## src/core/drr_pkg.sv

```systemverilog
package drr_pkg;
    // register map, byte addresses on the plain register port
    localparam logic [7:0] CFG_OFS     = 8'h00;
    localparam logic [7:0] STAT_OFS    = 8'h04;
    localparam logic [31:0] CFG_RST    = 32'h0000_0000;
    // config word fields
    localparam int         TCR_EN_BIT  = 0;
    localparam int         TCR_EXT_BIT = 1;
    localparam int         GRAN_LSB    = 6;
    // status word fields
    localparam int         ST_BUSY     = 0;
    localparam int         ST_RATE_LSB = 1;
    localparam int         ST_CNT_LSB  = 3;
    localparam int         ST_READY    = 5;
    localparam int         ST_BADCODE  = 6;
    localparam int         ST_EARLY    = 7;
    // refresh granularity field codes
    localparam logic [2:0] GRAN_FIX1   = 3'h0;
    localparam logic [2:0] GRAN_FIX2   = 3'h1;
    localparam logic [2:0] GRAN_FIX4   = 3'h2;
    localparam logic [2:0] GRAN_OTF12  = 3'h5;
    localparam logic [2:0] GRAN_OTF14  = 3'h6;
    // case temperature thresholds, degrees C
    localparam logic [7:0] TEMP_LOW_C  = 8'h2D;
    localparam logic [7:0] TEMP_HOT_C  = 8'h55;
    // clock and refresh cycle times
    localparam int         CLK_PS      = 20000;
    localparam int         RFC1_NS     = 260;
    localparam int         RFC2_NS     = 160;
    localparam int         RFC4_NS     = 110;
    localparam int         RFC1_CYC    = (RFC1_NS * 1000 + CLK_PS - 1) / CLK_PS;
    localparam int         RFC2_CYC    = (RFC2_NS * 1000 + CLK_PS - 1) / CLK_PS;
    localparam int         RFC4_CYC    = (RFC4_NS * 1000 + CLK_PS - 1) / CLK_PS;

    typedef enum logic [1:0] {RATE_1X, RATE_2X, RATE_4X} drr_rate_t;
endpackage

```

## src/core/drr_refresh_ctrl.sv

```systemverilog
// The placing of the registers and the strobed register port were decided locally.
`timescale 1ns/1ps
// How it works
// - extended-range temperature control, normal temperature: execute every second refresh
// - extended-range temperature control, below 45C: execute one refresh in four
// - granularity field codes select fixed or per-command modes
// - per-command modes: group bit zero picks rate
// - refresh decoded from five command pins
// - busy 260, 160 or 120 ns (110 ns rounded up to 20 ns cycles)
// - each refresh timed by its own rate
// - same rate mode switch is no change
module drr_refresh_ctrl
    import drr_pkg::*;
(
    // clock and reset
    input  wire logic        ref_clk,
    input  wire logic        nrst,
    // command pins
    input  wire logic        cs_n,
    input  wire logic        act_n,
    input  wire logic        ras_n,
    input  wire logic        cas_n,
    input  wire logic        we_n,
    input  wire logic        group_select_bit_zero,
    // case temperature, degrees C
    input  wire logic [7:0]  temp_case,
    // register port
    input  wire logic [7:0]  reg_addr,
    input  wire logic [31:0] reg_wdata,
    input  wire logic        reg_wr,
    input  wire logic        reg_rd,
    output logic [31:0]      reg_rdata,
    // internal refresh engine
    output logic             int_refresh,
    output drr_pkg::drr_rate_t int_rate,
    output logic             refresh_busy
);
    import drr_pkg::*;

    logic [2:0] refresh_granularity_field_q;
    logic       temp_controlled_refresh_q;
    logic       tcr_ext_q;
    logic       bad_code_q;
    logic       early_q;
    logic       busy_q;
    logic [3:0] busy_cnt_q;
    logic [1:0] gear_q;
    logic [1:0] sub_cnt_q;
    logic       int_ref_q;
    drr_rate_t  int_rate_q;
    drr_rate_t  last_rate_q;
    logic [31:0] rdata_q;

    logic       ref_cmd;
    logic       ref_take;
    drr_rate_t  cmd_rate;
    drr_rate_t  mode_rate;
    drr_rate_t  new_rate;
    logic       gran_legal;
    logic       cfg_wr;
    logic       rate_change;
    logic       gear_exec;
    logic       cnt_ready;
    logic [3:0] busy_load;

    assign ref_cmd  = !cs_n && act_n && !ras_n && !cas_n && we_n;
    // refresh during an unfinished cycle is dropped and flagged
    assign ref_take = ref_cmd && !busy_q;
    assign cfg_wr   = reg_wr && reg_addr == CFG_OFS;

    function automatic drr_rate_t mode_of(input logic [2:0] g);
        drr_rate_t r;
        r = RATE_1X;
        if (g == GRAN_FIX2 || g == GRAN_OTF12) begin
            r = RATE_2X;
        end else if (g == GRAN_FIX4 || g == GRAN_OTF14) begin
            r = RATE_4X;
        end
        return r;
    endfunction

    always_comb begin
        mode_rate = mode_of(refresh_granularity_field_q);
        cmd_rate  = mode_rate;
        if (refresh_granularity_field_q[2]) begin
            cmd_rate = group_select_bit_zero ? mode_rate : RATE_1X;
        end
    end

    assign new_rate   = mode_of(reg_wdata[GRAN_LSB +: 3]);
    assign gran_legal = reg_wdata[GRAN_LSB +: 3] inside
        {GRAN_FIX1, GRAN_FIX2, GRAN_FIX4, GRAN_OTF12, GRAN_OTF14};
    // fixed/per-command swap at one rate leaves the count alone
    assign rate_change = cfg_wr && gran_legal && new_rate != mode_rate;

    always_comb begin
        unique case (cmd_rate)
            RATE_1X: busy_load = 4'(RFC1_CYC);
            RATE_2X: busy_load = 4'(RFC2_CYC);
            RATE_4X: busy_load = 4'(RFC4_CYC);
            default: busy_load = 4'(RFC1_CYC);
        endcase
    end

    // gear only in extended-range temperature control
    always_comb begin
        gear_exec = 1'b1;
        if (temp_controlled_refresh_q && tcr_ext_q
                && temp_case < TEMP_HOT_C) begin
            if (temp_case < TEMP_LOW_C) begin
                gear_exec = gear_q == 2'h0;
            end else begin
                gear_exec = !gear_q[0];
            end
        end
    end

    assign cnt_ready = (mode_rate == RATE_1X)
        || (mode_rate == RATE_2X && !sub_cnt_q[0])
        || (mode_rate == RATE_4X && sub_cnt_q == 2'h0);

    // configuration; a reserved code keeps the old field
    always_ff @(posedge ref_clk or negedge nrst) begin
        if (!nrst) begin
            refresh_granularity_field_q <= CFG_RST[GRAN_LSB +: 3];
            temp_controlled_refresh_q   <= CFG_RST[TCR_EN_BIT];
            tcr_ext_q                   <= CFG_RST[TCR_EXT_BIT];
        end else if (cfg_wr) begin
            temp_controlled_refresh_q <= reg_wdata[TCR_EN_BIT];
            tcr_ext_q                 <= reg_wdata[TCR_EXT_BIT];
            if (gran_legal) begin
                refresh_granularity_field_q <= reg_wdata[GRAN_LSB +: 3];
            end
        end
    end

    // sticky flags, set beats write-one clear
    always_ff @(posedge ref_clk or negedge nrst) begin
        if (!nrst) begin
            bad_code_q <= 1'b0;
            early_q    <= 1'b0;
        end else begin
            if (cfg_wr && !gran_legal) begin
                bad_code_q <= 1'b1;
            end else if (reg_wr && reg_addr == STAT_OFS
                    && reg_wdata[ST_BADCODE]) begin
                bad_code_q <= 1'b0;
            end
            if (ref_cmd && busy_q) begin
                early_q <= 1'b1;
            end else if (reg_wr && reg_addr == STAT_OFS
                    && reg_wdata[ST_EARLY]) begin
                early_q <= 1'b0;
            end
        end
    end

    // refresh cycle timer, loaded by the rate of this very command
    always_ff @(posedge ref_clk or negedge nrst) begin
        if (!nrst) begin
            busy_q     <= 1'b0;
            busy_cnt_q <= 4'h0;
        end else if (ref_take) begin
            busy_q     <= 1'b1;
            busy_cnt_q <= busy_load;
        end else if (busy_q) begin
            busy_cnt_q <= busy_cnt_q - 4'h1;
            if (busy_cnt_q == 4'h1) begin
                busy_q <= 1'b0;
            end
        end
    end

    // gear ratio counter and internal refresh strobe
    always_ff @(posedge ref_clk or negedge nrst) begin
        if (!nrst) begin
            gear_q     <= 2'h0;
            int_ref_q  <= 1'b0;
            int_rate_q <= RATE_1X;
        end else begin
            int_ref_q <= ref_take && gear_exec;
            if (ref_take) begin
                gear_q     <= gear_q + 2'h1;
                int_rate_q <= cmd_rate;
            end
        end
    end

    // sub-rate refresh count since last 1x or rate change
    always_ff @(posedge ref_clk or negedge nrst) begin
        if (!nrst) begin
            sub_cnt_q   <= 2'h0;
            last_rate_q <= RATE_1X;
        end else if (rate_change) begin
            sub_cnt_q <= 2'h0;
        end else if (ref_take) begin
            last_rate_q <= cmd_rate;
            if (cmd_rate == RATE_1X) begin
                sub_cnt_q <= 2'h0;
            end else begin
                sub_cnt_q <= sub_cnt_q + 2'h1;
            end
        end
    end

    // read data stands one cycle after the strobe
    always_ff @(posedge ref_clk or negedge nrst) begin
        if (!nrst) begin
            rdata_q <= 32'h0000_0000;
        end else if (reg_rd) begin
            rdata_q <= 32'h0000_0000;
            if (reg_addr == CFG_OFS) begin
                rdata_q[GRAN_LSB +: 3]  <= refresh_granularity_field_q;
                rdata_q[TCR_EN_BIT]     <= temp_controlled_refresh_q;
                rdata_q[TCR_EXT_BIT]    <= tcr_ext_q;
            end else if (reg_addr == STAT_OFS) begin
                rdata_q[ST_BUSY]            <= busy_q;
                rdata_q[ST_RATE_LSB +: 2]   <= last_rate_q;
                rdata_q[ST_CNT_LSB +: 2]    <= sub_cnt_q;
                rdata_q[ST_READY]           <= cnt_ready;
                rdata_q[ST_BADCODE]         <= bad_code_q;
                rdata_q[ST_EARLY]           <= early_q;
            end
        end else begin
            rdata_q <= 32'h0000_0000;
        end
    end

    assign reg_rdata    = rdata_q;
    assign int_refresh  = int_ref_q;
    assign int_rate     = int_rate_q;
    assign refresh_busy = busy_q;
endmodule

```

## config.mk

```make
export PLATFORM = sky130hd
export DESIGN_NAME = drr_refresh_ctrl
export DESIGN_NICKNAME = d
export VERILOG_FILES = /design/src/core/drr_pkg.sv /design/src/core/drr_refresh_ctrl.sv
export SDC_FILE = /design/constraint.sdc
export NUM_CORES = 1
export LEC_CHECK = 0
export ABC_AREA = 0
export BUFFER_PORTS_ARGS = -buffer_cell sky130_fd_sc_hd__buf_2
export CORE_MARGIN = 5
export CORE_UTILIZATION = 45
export DETAILED_ROUTE_END_ITERATION = 7
export GPL_TIMING_DRIVEN = 1
export PLACE_DENSITY = 0.78
export SYNTH_ARGS = -nofsm -noshare
export SYNTH_HDL_FRONTEND = slang
export SYNTH_SLANG_ARGS = --single-unit
```

## constraint.sdc

```tcl
create_clock -name ref_clk -period 2.5 [get_ports ref_clk]
set_clock_uncertainty 0.2 [all_clocks]
set_input_delay 0.25 -clock ref_clk [delete_from_list [all_inputs] [get_ports ref_clk]]
set_output_delay 0.25 -clock ref_clk [all_outputs]
set_load 0.1 [all_outputs]
```

==> impl_metrics.tcl, run 1 <==
set metrics [dict create \
    grt_pass1_wl_um 5796 \
    antenna_found_initial 0 \
    period_share 0.8269 \
    max_clock_freq_ghz 0.4837 \
    min_from "temp_case[7]" \
    ys_seq_area_frac 0.4231 \
    areaGrowthSynthToFinish_pct 16.36 \
    cellPowerDensity_nw_per_um2 793.7 \
    groute.layer.met1.usage 0.1745 \
    cp-end-kind "flip-flop" \
    slew_viol_final 0 \
    synth.avg_cell_area_um2 9.802 \
    clock_sinks 30 \
    met2_usage 0.2325 \
    std_cell_rows 22 \
    ant_nets 0 \
    clkTransAtPathRegs_ns 0.06 \
    fill_cells 349 \
    p_leak_nw 1.054 \
    hold_path_class "primary input to flip-flop" \
    wl_per_cell_um 12.79 \
    synthArstFlopShare 1.000 \
    post_cts_buffers 0 \
    grt.total_usage 0.1428 \
    cts_tree "done" \
    setup_tns_ns 0 \
    layout_setup_ws_ns 0.4327 \
    syn_area_um2 1774 \
    outcome "complete, no violations" \
    mostFrequentLayoutCell "buf_2" \
    die_area_um2 5298 \
    firstDrtPassIters 5 \
    pre_cts_ws_ns 0.4348 \
    maxCapViolCount 0 \
    setup_viol 0 \
    hold_viol 0 \
    die_y_um 72.79 \
    r2r_cells 5 \
    yosysWarningCount 0 \
    start_util 0.4739 \
    synth-main-ff-cell "dfrtp_1" \
    grt_pass1_vias 1290 \
    hold_buffers 3 \
    wl_um 3555 \
    synth_edf_count 0 \
    regArea_um2 750.7 \
    required_ns 2.46 \
    drtIter0Drc 65 \
    final_cell_mix "43 x buf_2, 30 x dfrtp_1, 23 x conb_1, 16 x nand2_1" \
    drc 0 \
    vias 1371 \
    cts_root_buffer "clkbuf_8" \
    start_kind "flip-flop" \
    nNetsFinal 295 \
    holdPathStages 2 \
    port-buffer-count 43 \
    rsz0062_at_grt "no" \
    top_usage_layer "met2" \
    post_cts_resized 0 \
    overflow 0 \
    yosys.cell_types.count 45 \
    timing.rr.start "refresh_granularity_field_q[0]" \
    die_w_um 72.79 \
    syn_inst 181 \
    viasPerCell 4.932 \
    ir_drop_mv 0.3164 \
    n_antenna_cell 0 \
    place_congestion 0.7440 \
    drive_gt1_frac 0.2739 \
    regToRegSetupSlack_ns 0.43 \
    grtUsageMet3 0.04270 \
    numCtsBuffers 5 \
    htreeDepth 2 \
    layout_min_cycle_time_ns 2.067 \
    hpwl_um 2679 \
    grt_max_degree 31 \
    maxSlewHeadroom 0.5713 \
    worstSetupPathType "flip-flop to flip-flop" \
    holdPathEnd "int_refresh" \
    core_um2 3744 \
    worstMarginPinSlew_ns 0.6431 \
    worst_r2r_endpoint "last_rate_q[0]" \
    synth-seq-cells 30 \
    clk_latency_ns 0.28 \
    path_max_fanout 9 \
    clk_path_buf_depth 2 \
    p_total_mw 1.638 \
    multi_input_area_um2 887.1 \
    ios 94 \
    cp.arrival_ns 2.03 \
]
## critical path, cell delays in order (launching register included)
cell      delay, ns
dfrtp_1        0.46
or3b_1         0.39
a31o_1         0.23
a21oi_2        0.19
nand2b_4       0.17
mux2_4         0.30
## state kept, by name (all words and copies together), names as in the netlist
signal	count
refresh_busy	1
last_rate_q	2
int_refresh	1
bad_code_q	1
busy_cnt_q	4
tcr_ext_q	1
sub_cnt_q	2
reg_rdata	9
int_rate	2
early_q	1
refresh_granularity_field_q	3
gear_q	2
temp_controlled_refresh_q	1
## power by group
| part | internal (mW) | switching [mW] | total (mW) |
|---|---|---|---|
| Combinational | 0.162 | 0.409 | 0.571 |
| Clock | 0.222 | 0.176 | 0.397 |
| Sequential | 0.575 | 0.0945 | 0.670 |
| Total | 0.959 | 0.679 | 1.64 |
## worst max path at each step
stage / from / end / slack, ns / cells after the start
detailed placement: reg_addr[5] / last_rate_q[1] / 0.43 / 6
global placement: reg_addr[5] / last_rate_q[0] / 0.47 / 6
floorplan: refresh_granularity_field_q[0] / last_rate_q[0] / 0.57 / 5
global route: refresh_granularity_field_q[1] / busy_cnt_q[0] / 0.29 / 6
CTS: refresh_granularity_field_q[0] / busy_cnt_q[1] / 0.43 / 6
finish: refresh_granularity_field_q[0] / last_rate_q[0] / 0.43 / 5
## metrics by stage
| stage | utilization | area [um2] | cells | hold WS [ns] |
|---|---|---|---|---|
| CTS | 0.5515 | 2064 | 278 | 0.04188 |
| global placement | 0.5191 | 1943 | 267 | 0.1117 |
| detailed placement | 0.5191 | 1943 | 267 | 0.1160 |
| global route | 0.5515 | 2064 | 278 | 0.04135 |
| floorplan | - | 1857 | 203 | -0.2456 |
| finish | 0.5515 | 2064 | 278 | 0.04410 |
## logic make-up (layout without fill, tap and decap cells)
group	Yosys count	count (layout)	share of synthesized area
other	1	23	0.002114
XOR/XNOR	4	4	0.01975
AND/OR/NAND/NOR	56	56	0.1820
adder cells (fa/ha/maj)	8	8	0.05642
AO/OA/AOI/OAI	42	42	0.1580
flip-flops	30	30	0.4231
buffers and inverters	35	62	0.1234
multiplexers	5	5	0.03526
## metal layers
layer / vias to the layer above / wire (um)
met3: 7 / 299
met5: - / 0
met1: 637 / 1460
li1: 675 / -
met4: 0 / 64
met2: 52 / 1730
## synthesized netlist by cell type, types with 2 or more instances
cell | count | area [um2]
and2_1 | 6 | 37.54
mux2_2 | 2 | 22.52
nor4b_1 | 2 | 17.52
buf_4 | 23 | 172.7
a31o_1 | 2 | 17.52
a22o_1 | 5 | 43.79
nand2b_1 | 3 | 18.77
nor2b_1 | 3 | 18.77
ha_1 | 8 | 100.1
a211oi_1 | 3 | 22.52
clkbuf_1 | 3 | 11.26
o21ai_0 | 13 | 65.06
nor2_1 | 13 | 48.80
xnor2_1 | 3 | 26.28
a21oi_1 | 9 | 45.04
dfrtp_1 | 30 | 750.7
mux2_4 | 2 | 30.03
or3b_1 | 2 | 17.52
inv_1 | 8 | 30.03
nand2_1 | 16 | 60.06
## layout make-up
| type | instances | share of cell area |
|---|---|---|
| Clock buffer | 7 | 0.04182 |
| Clock inverter | 1 | 0.002424 |
| Inverter | 8 | 0.01455 |
| Multi-Input combinational cell | 138 | 0.4297 |
| Sequential cell | 30 | 0.3636 |
| Tap cell | 48 | 0.02909 |
| Timing Repair Buffer | 46 | 0.1188 |
(Power assumes the default switching activity.)
==> run 2, diff against run 1 <==
- clock period: 2.5 -> 2 ns (I/O delays scaled with it)
==> impl_metrics.tcl, run 2 (synthesis gave the netlist of run 1 again) <==
set metrics [dict create \
    clock_sinks 30 \
    cp.arrival_ns 1.89 \
    drive_gt1_frac 0.3099 \
    hold_path_class "primary input to flip-flop" \
    htreeDepth 2 \
    numCtsBuffers 5 \
    path_max_fanout 7 \
    place_congestion 0.7583 \
    required_ns 1.96 \
    wl_um 3620 \
    ant_nets 0 \
    cts_tree "done" \
    crit_family "simple AND/OR/NAND/NOR gates" \
    antenna_found_initial 0 \
    ios 94 \
    crit_end "last_rate_q[1]" \
    vias 1420 \
    maxSlewHeadroom 0.5639 \
    die_y_um 72.79 \
    viasPerCell 4.897 \
    start_kind "flip-flop" \
    drc 0 \
    grt.total_usage 0.1399 \
    setup_tns_ns 0 \
    grt_pass1_wl_um 5802 \
    std_cell_rows 22 \
    p_leak_nw 1.109 \
    clk_path_buf_depth 2 \
    final_cell_mix "43 x buf_2, 29 x dfrtp_1, 23 x conb_1, 16 x nand2_1" \
    worstMarginPinSlew_ns 0.6542 \
    worstSetupPathType "flip-flop to flip-flop" \
    grt_max_degree 31 \
    slew_viol_final 0 \
    clk_latency_ns 0.28 \
    port-buffer-count 43 \
    n_antenna_cell 0 \
    maxCapViolCount 0 \
    wl_per_cell_um 12.48 \
    r2r_cells 5 \
    layout_min_cycle_time_ns 1.932 \
    worst_r2r_endpoint "last_rate_q[1]" \
    holdPathStages 3 \
    drtIter0Drc 92 \
    cp-end-kind "flip-flop" \
    setup_viol 0 \
    largest_reg_flops 9 \
    hpwl_um 2743 \
    firstDrtPassIters 4 \
    placed_cells 276 \
    nNetsFinal 307 \
    cts_root_buffer "clkbuf_8" \
    regToRegSetupSlack_ns 0.07 \
    fin_cells 290 \
    overflow 0 \
    core_um2 3744 \
    die_w_um 72.79 \
    grt_pass1_vias 1329 \
    hold_viol 0 \
    cellPowerDensity_nw_per_um2 954.1 \
    period_share 0.9661 \
    crit_start "refresh_granularity_field_q[1]" \
    cp_slowest_stage_delay_ns 0.45 \
    mostFrequentLayoutCell "buf_2" \
    crit_path_top_delay_cell "dfrtp_2" \
    max_clock_freq_ghz 0.5176 \
    clkTransAtPathRegs_ns 0.07 \
    path_depth 5 \
    crit_chain "or3b_1 -> a31o_1 -> a21oi_2 -> nand2b_4 -> mux2_4" \
    outcome "complete, no violations" \
    areaGrowthSynthToFinish_pct 21.65 \
    die_area_um2 5298 \
    timing.rr.start "refresh_granularity_field_q[1]" \
    path_buf_inv 0 \
    ir_drop_mv 0.3450 \
    start_util 0.4739 \
]
[run 2: changes by cell type in the layout (fill, tap and decap cells not counted)]
cell           before  now
buf_4               0   11
dlygate4sd3_1       3    4
dfrtp_1            30   29
dfrtp_2             0    1
[run 2: routing by layer]
layer  track usage  routed length (um)
met1        0.1756                1517
met4       0.06148                  63
met5             0                   0
met3       0.03306                 301
met2        0.2285                1738
[run 2: worst min path at each step]
| stage | start | endpoint | slack [ns] |
|---|---|---|---|
| floorplan | nrst | bad_code_q | -0.30 |
| global placement | nrst | reg_rdata[8] | 0.06 |
| detailed placement | nrst | reg_rdata[8] | 0.07 |
| CTS | reg_wdata[7] | refresh_granularity_field_q[1] | 0.05 |
| global route | reg_addr[2] | bad_code_q | 0.09 |
| finish | reg_wdata[7] | refresh_granularity_field_q[1] | 0.06 |
[run 2: area by class of cell]
cell class                 count  area [um2]
multi-input combinational    138       887.1
clock inverter                 1       5.005
inverter                       8       30.03
timing repair buffer          58       337.8
sequential                    30       752.0
clock buffer                   7       86.33
tap                           48       60.06
fill                         346        1585
[run 2: worst reg2reg max path, cell delays in order (launching register included)]
cell and delay (ns):
dfrtp_2 0.45, or3b_1 0.38, a31o_1 0.19, a21oi_2 0.15
nand2b_4 0.15, mux2_4 0.29
[run 2: repair_timing]
| action | CTS | global route |
|---|---|---|
| hold buffers | 4 | 0 |
| hold endpoints to repair | 33 | 0 |
| setup buffers | 0 | 2 |
| setup endpoints to repair | 0 | 2 |
| gates resized for setup | 0 | 1 |
[run 2: per-stage QoR]
| stage | total power, mW | hold slack [ns] | cell area (um2) | utilization | setup slack [ns] |
|---|---|---|---|---|---|
| 2_1_floorplan | 1.448 | -0.2956 | 1857 | - | 0.06982 |
| 3_3_place_gp | 1.545 | 0.06204 | 2011 | 0.5371 | 0.07687 |
| 3_5_place_dp | 1.571 | 0.06706 | 2011 | 0.5371 | 0.05369 |
| 4_1_cts | 2.085 | 0.05464 | 2142 | 0.5722 | 0.03643 |
| 5_1_grt | 2.180 | 0.08531 | 2158 | 0.5765 | -0.01320 |
| 6_report | 2.059 | 0.06428 | 2158 | 0.5765 | 0.06783 |
[run 2: power breakdown]
group	internal [mW]	switching [mW]	total, mW
registers	0.720	0.0855	0.805
logic	0.216	0.538	0.754
clock network	0.277	0.223	0.500
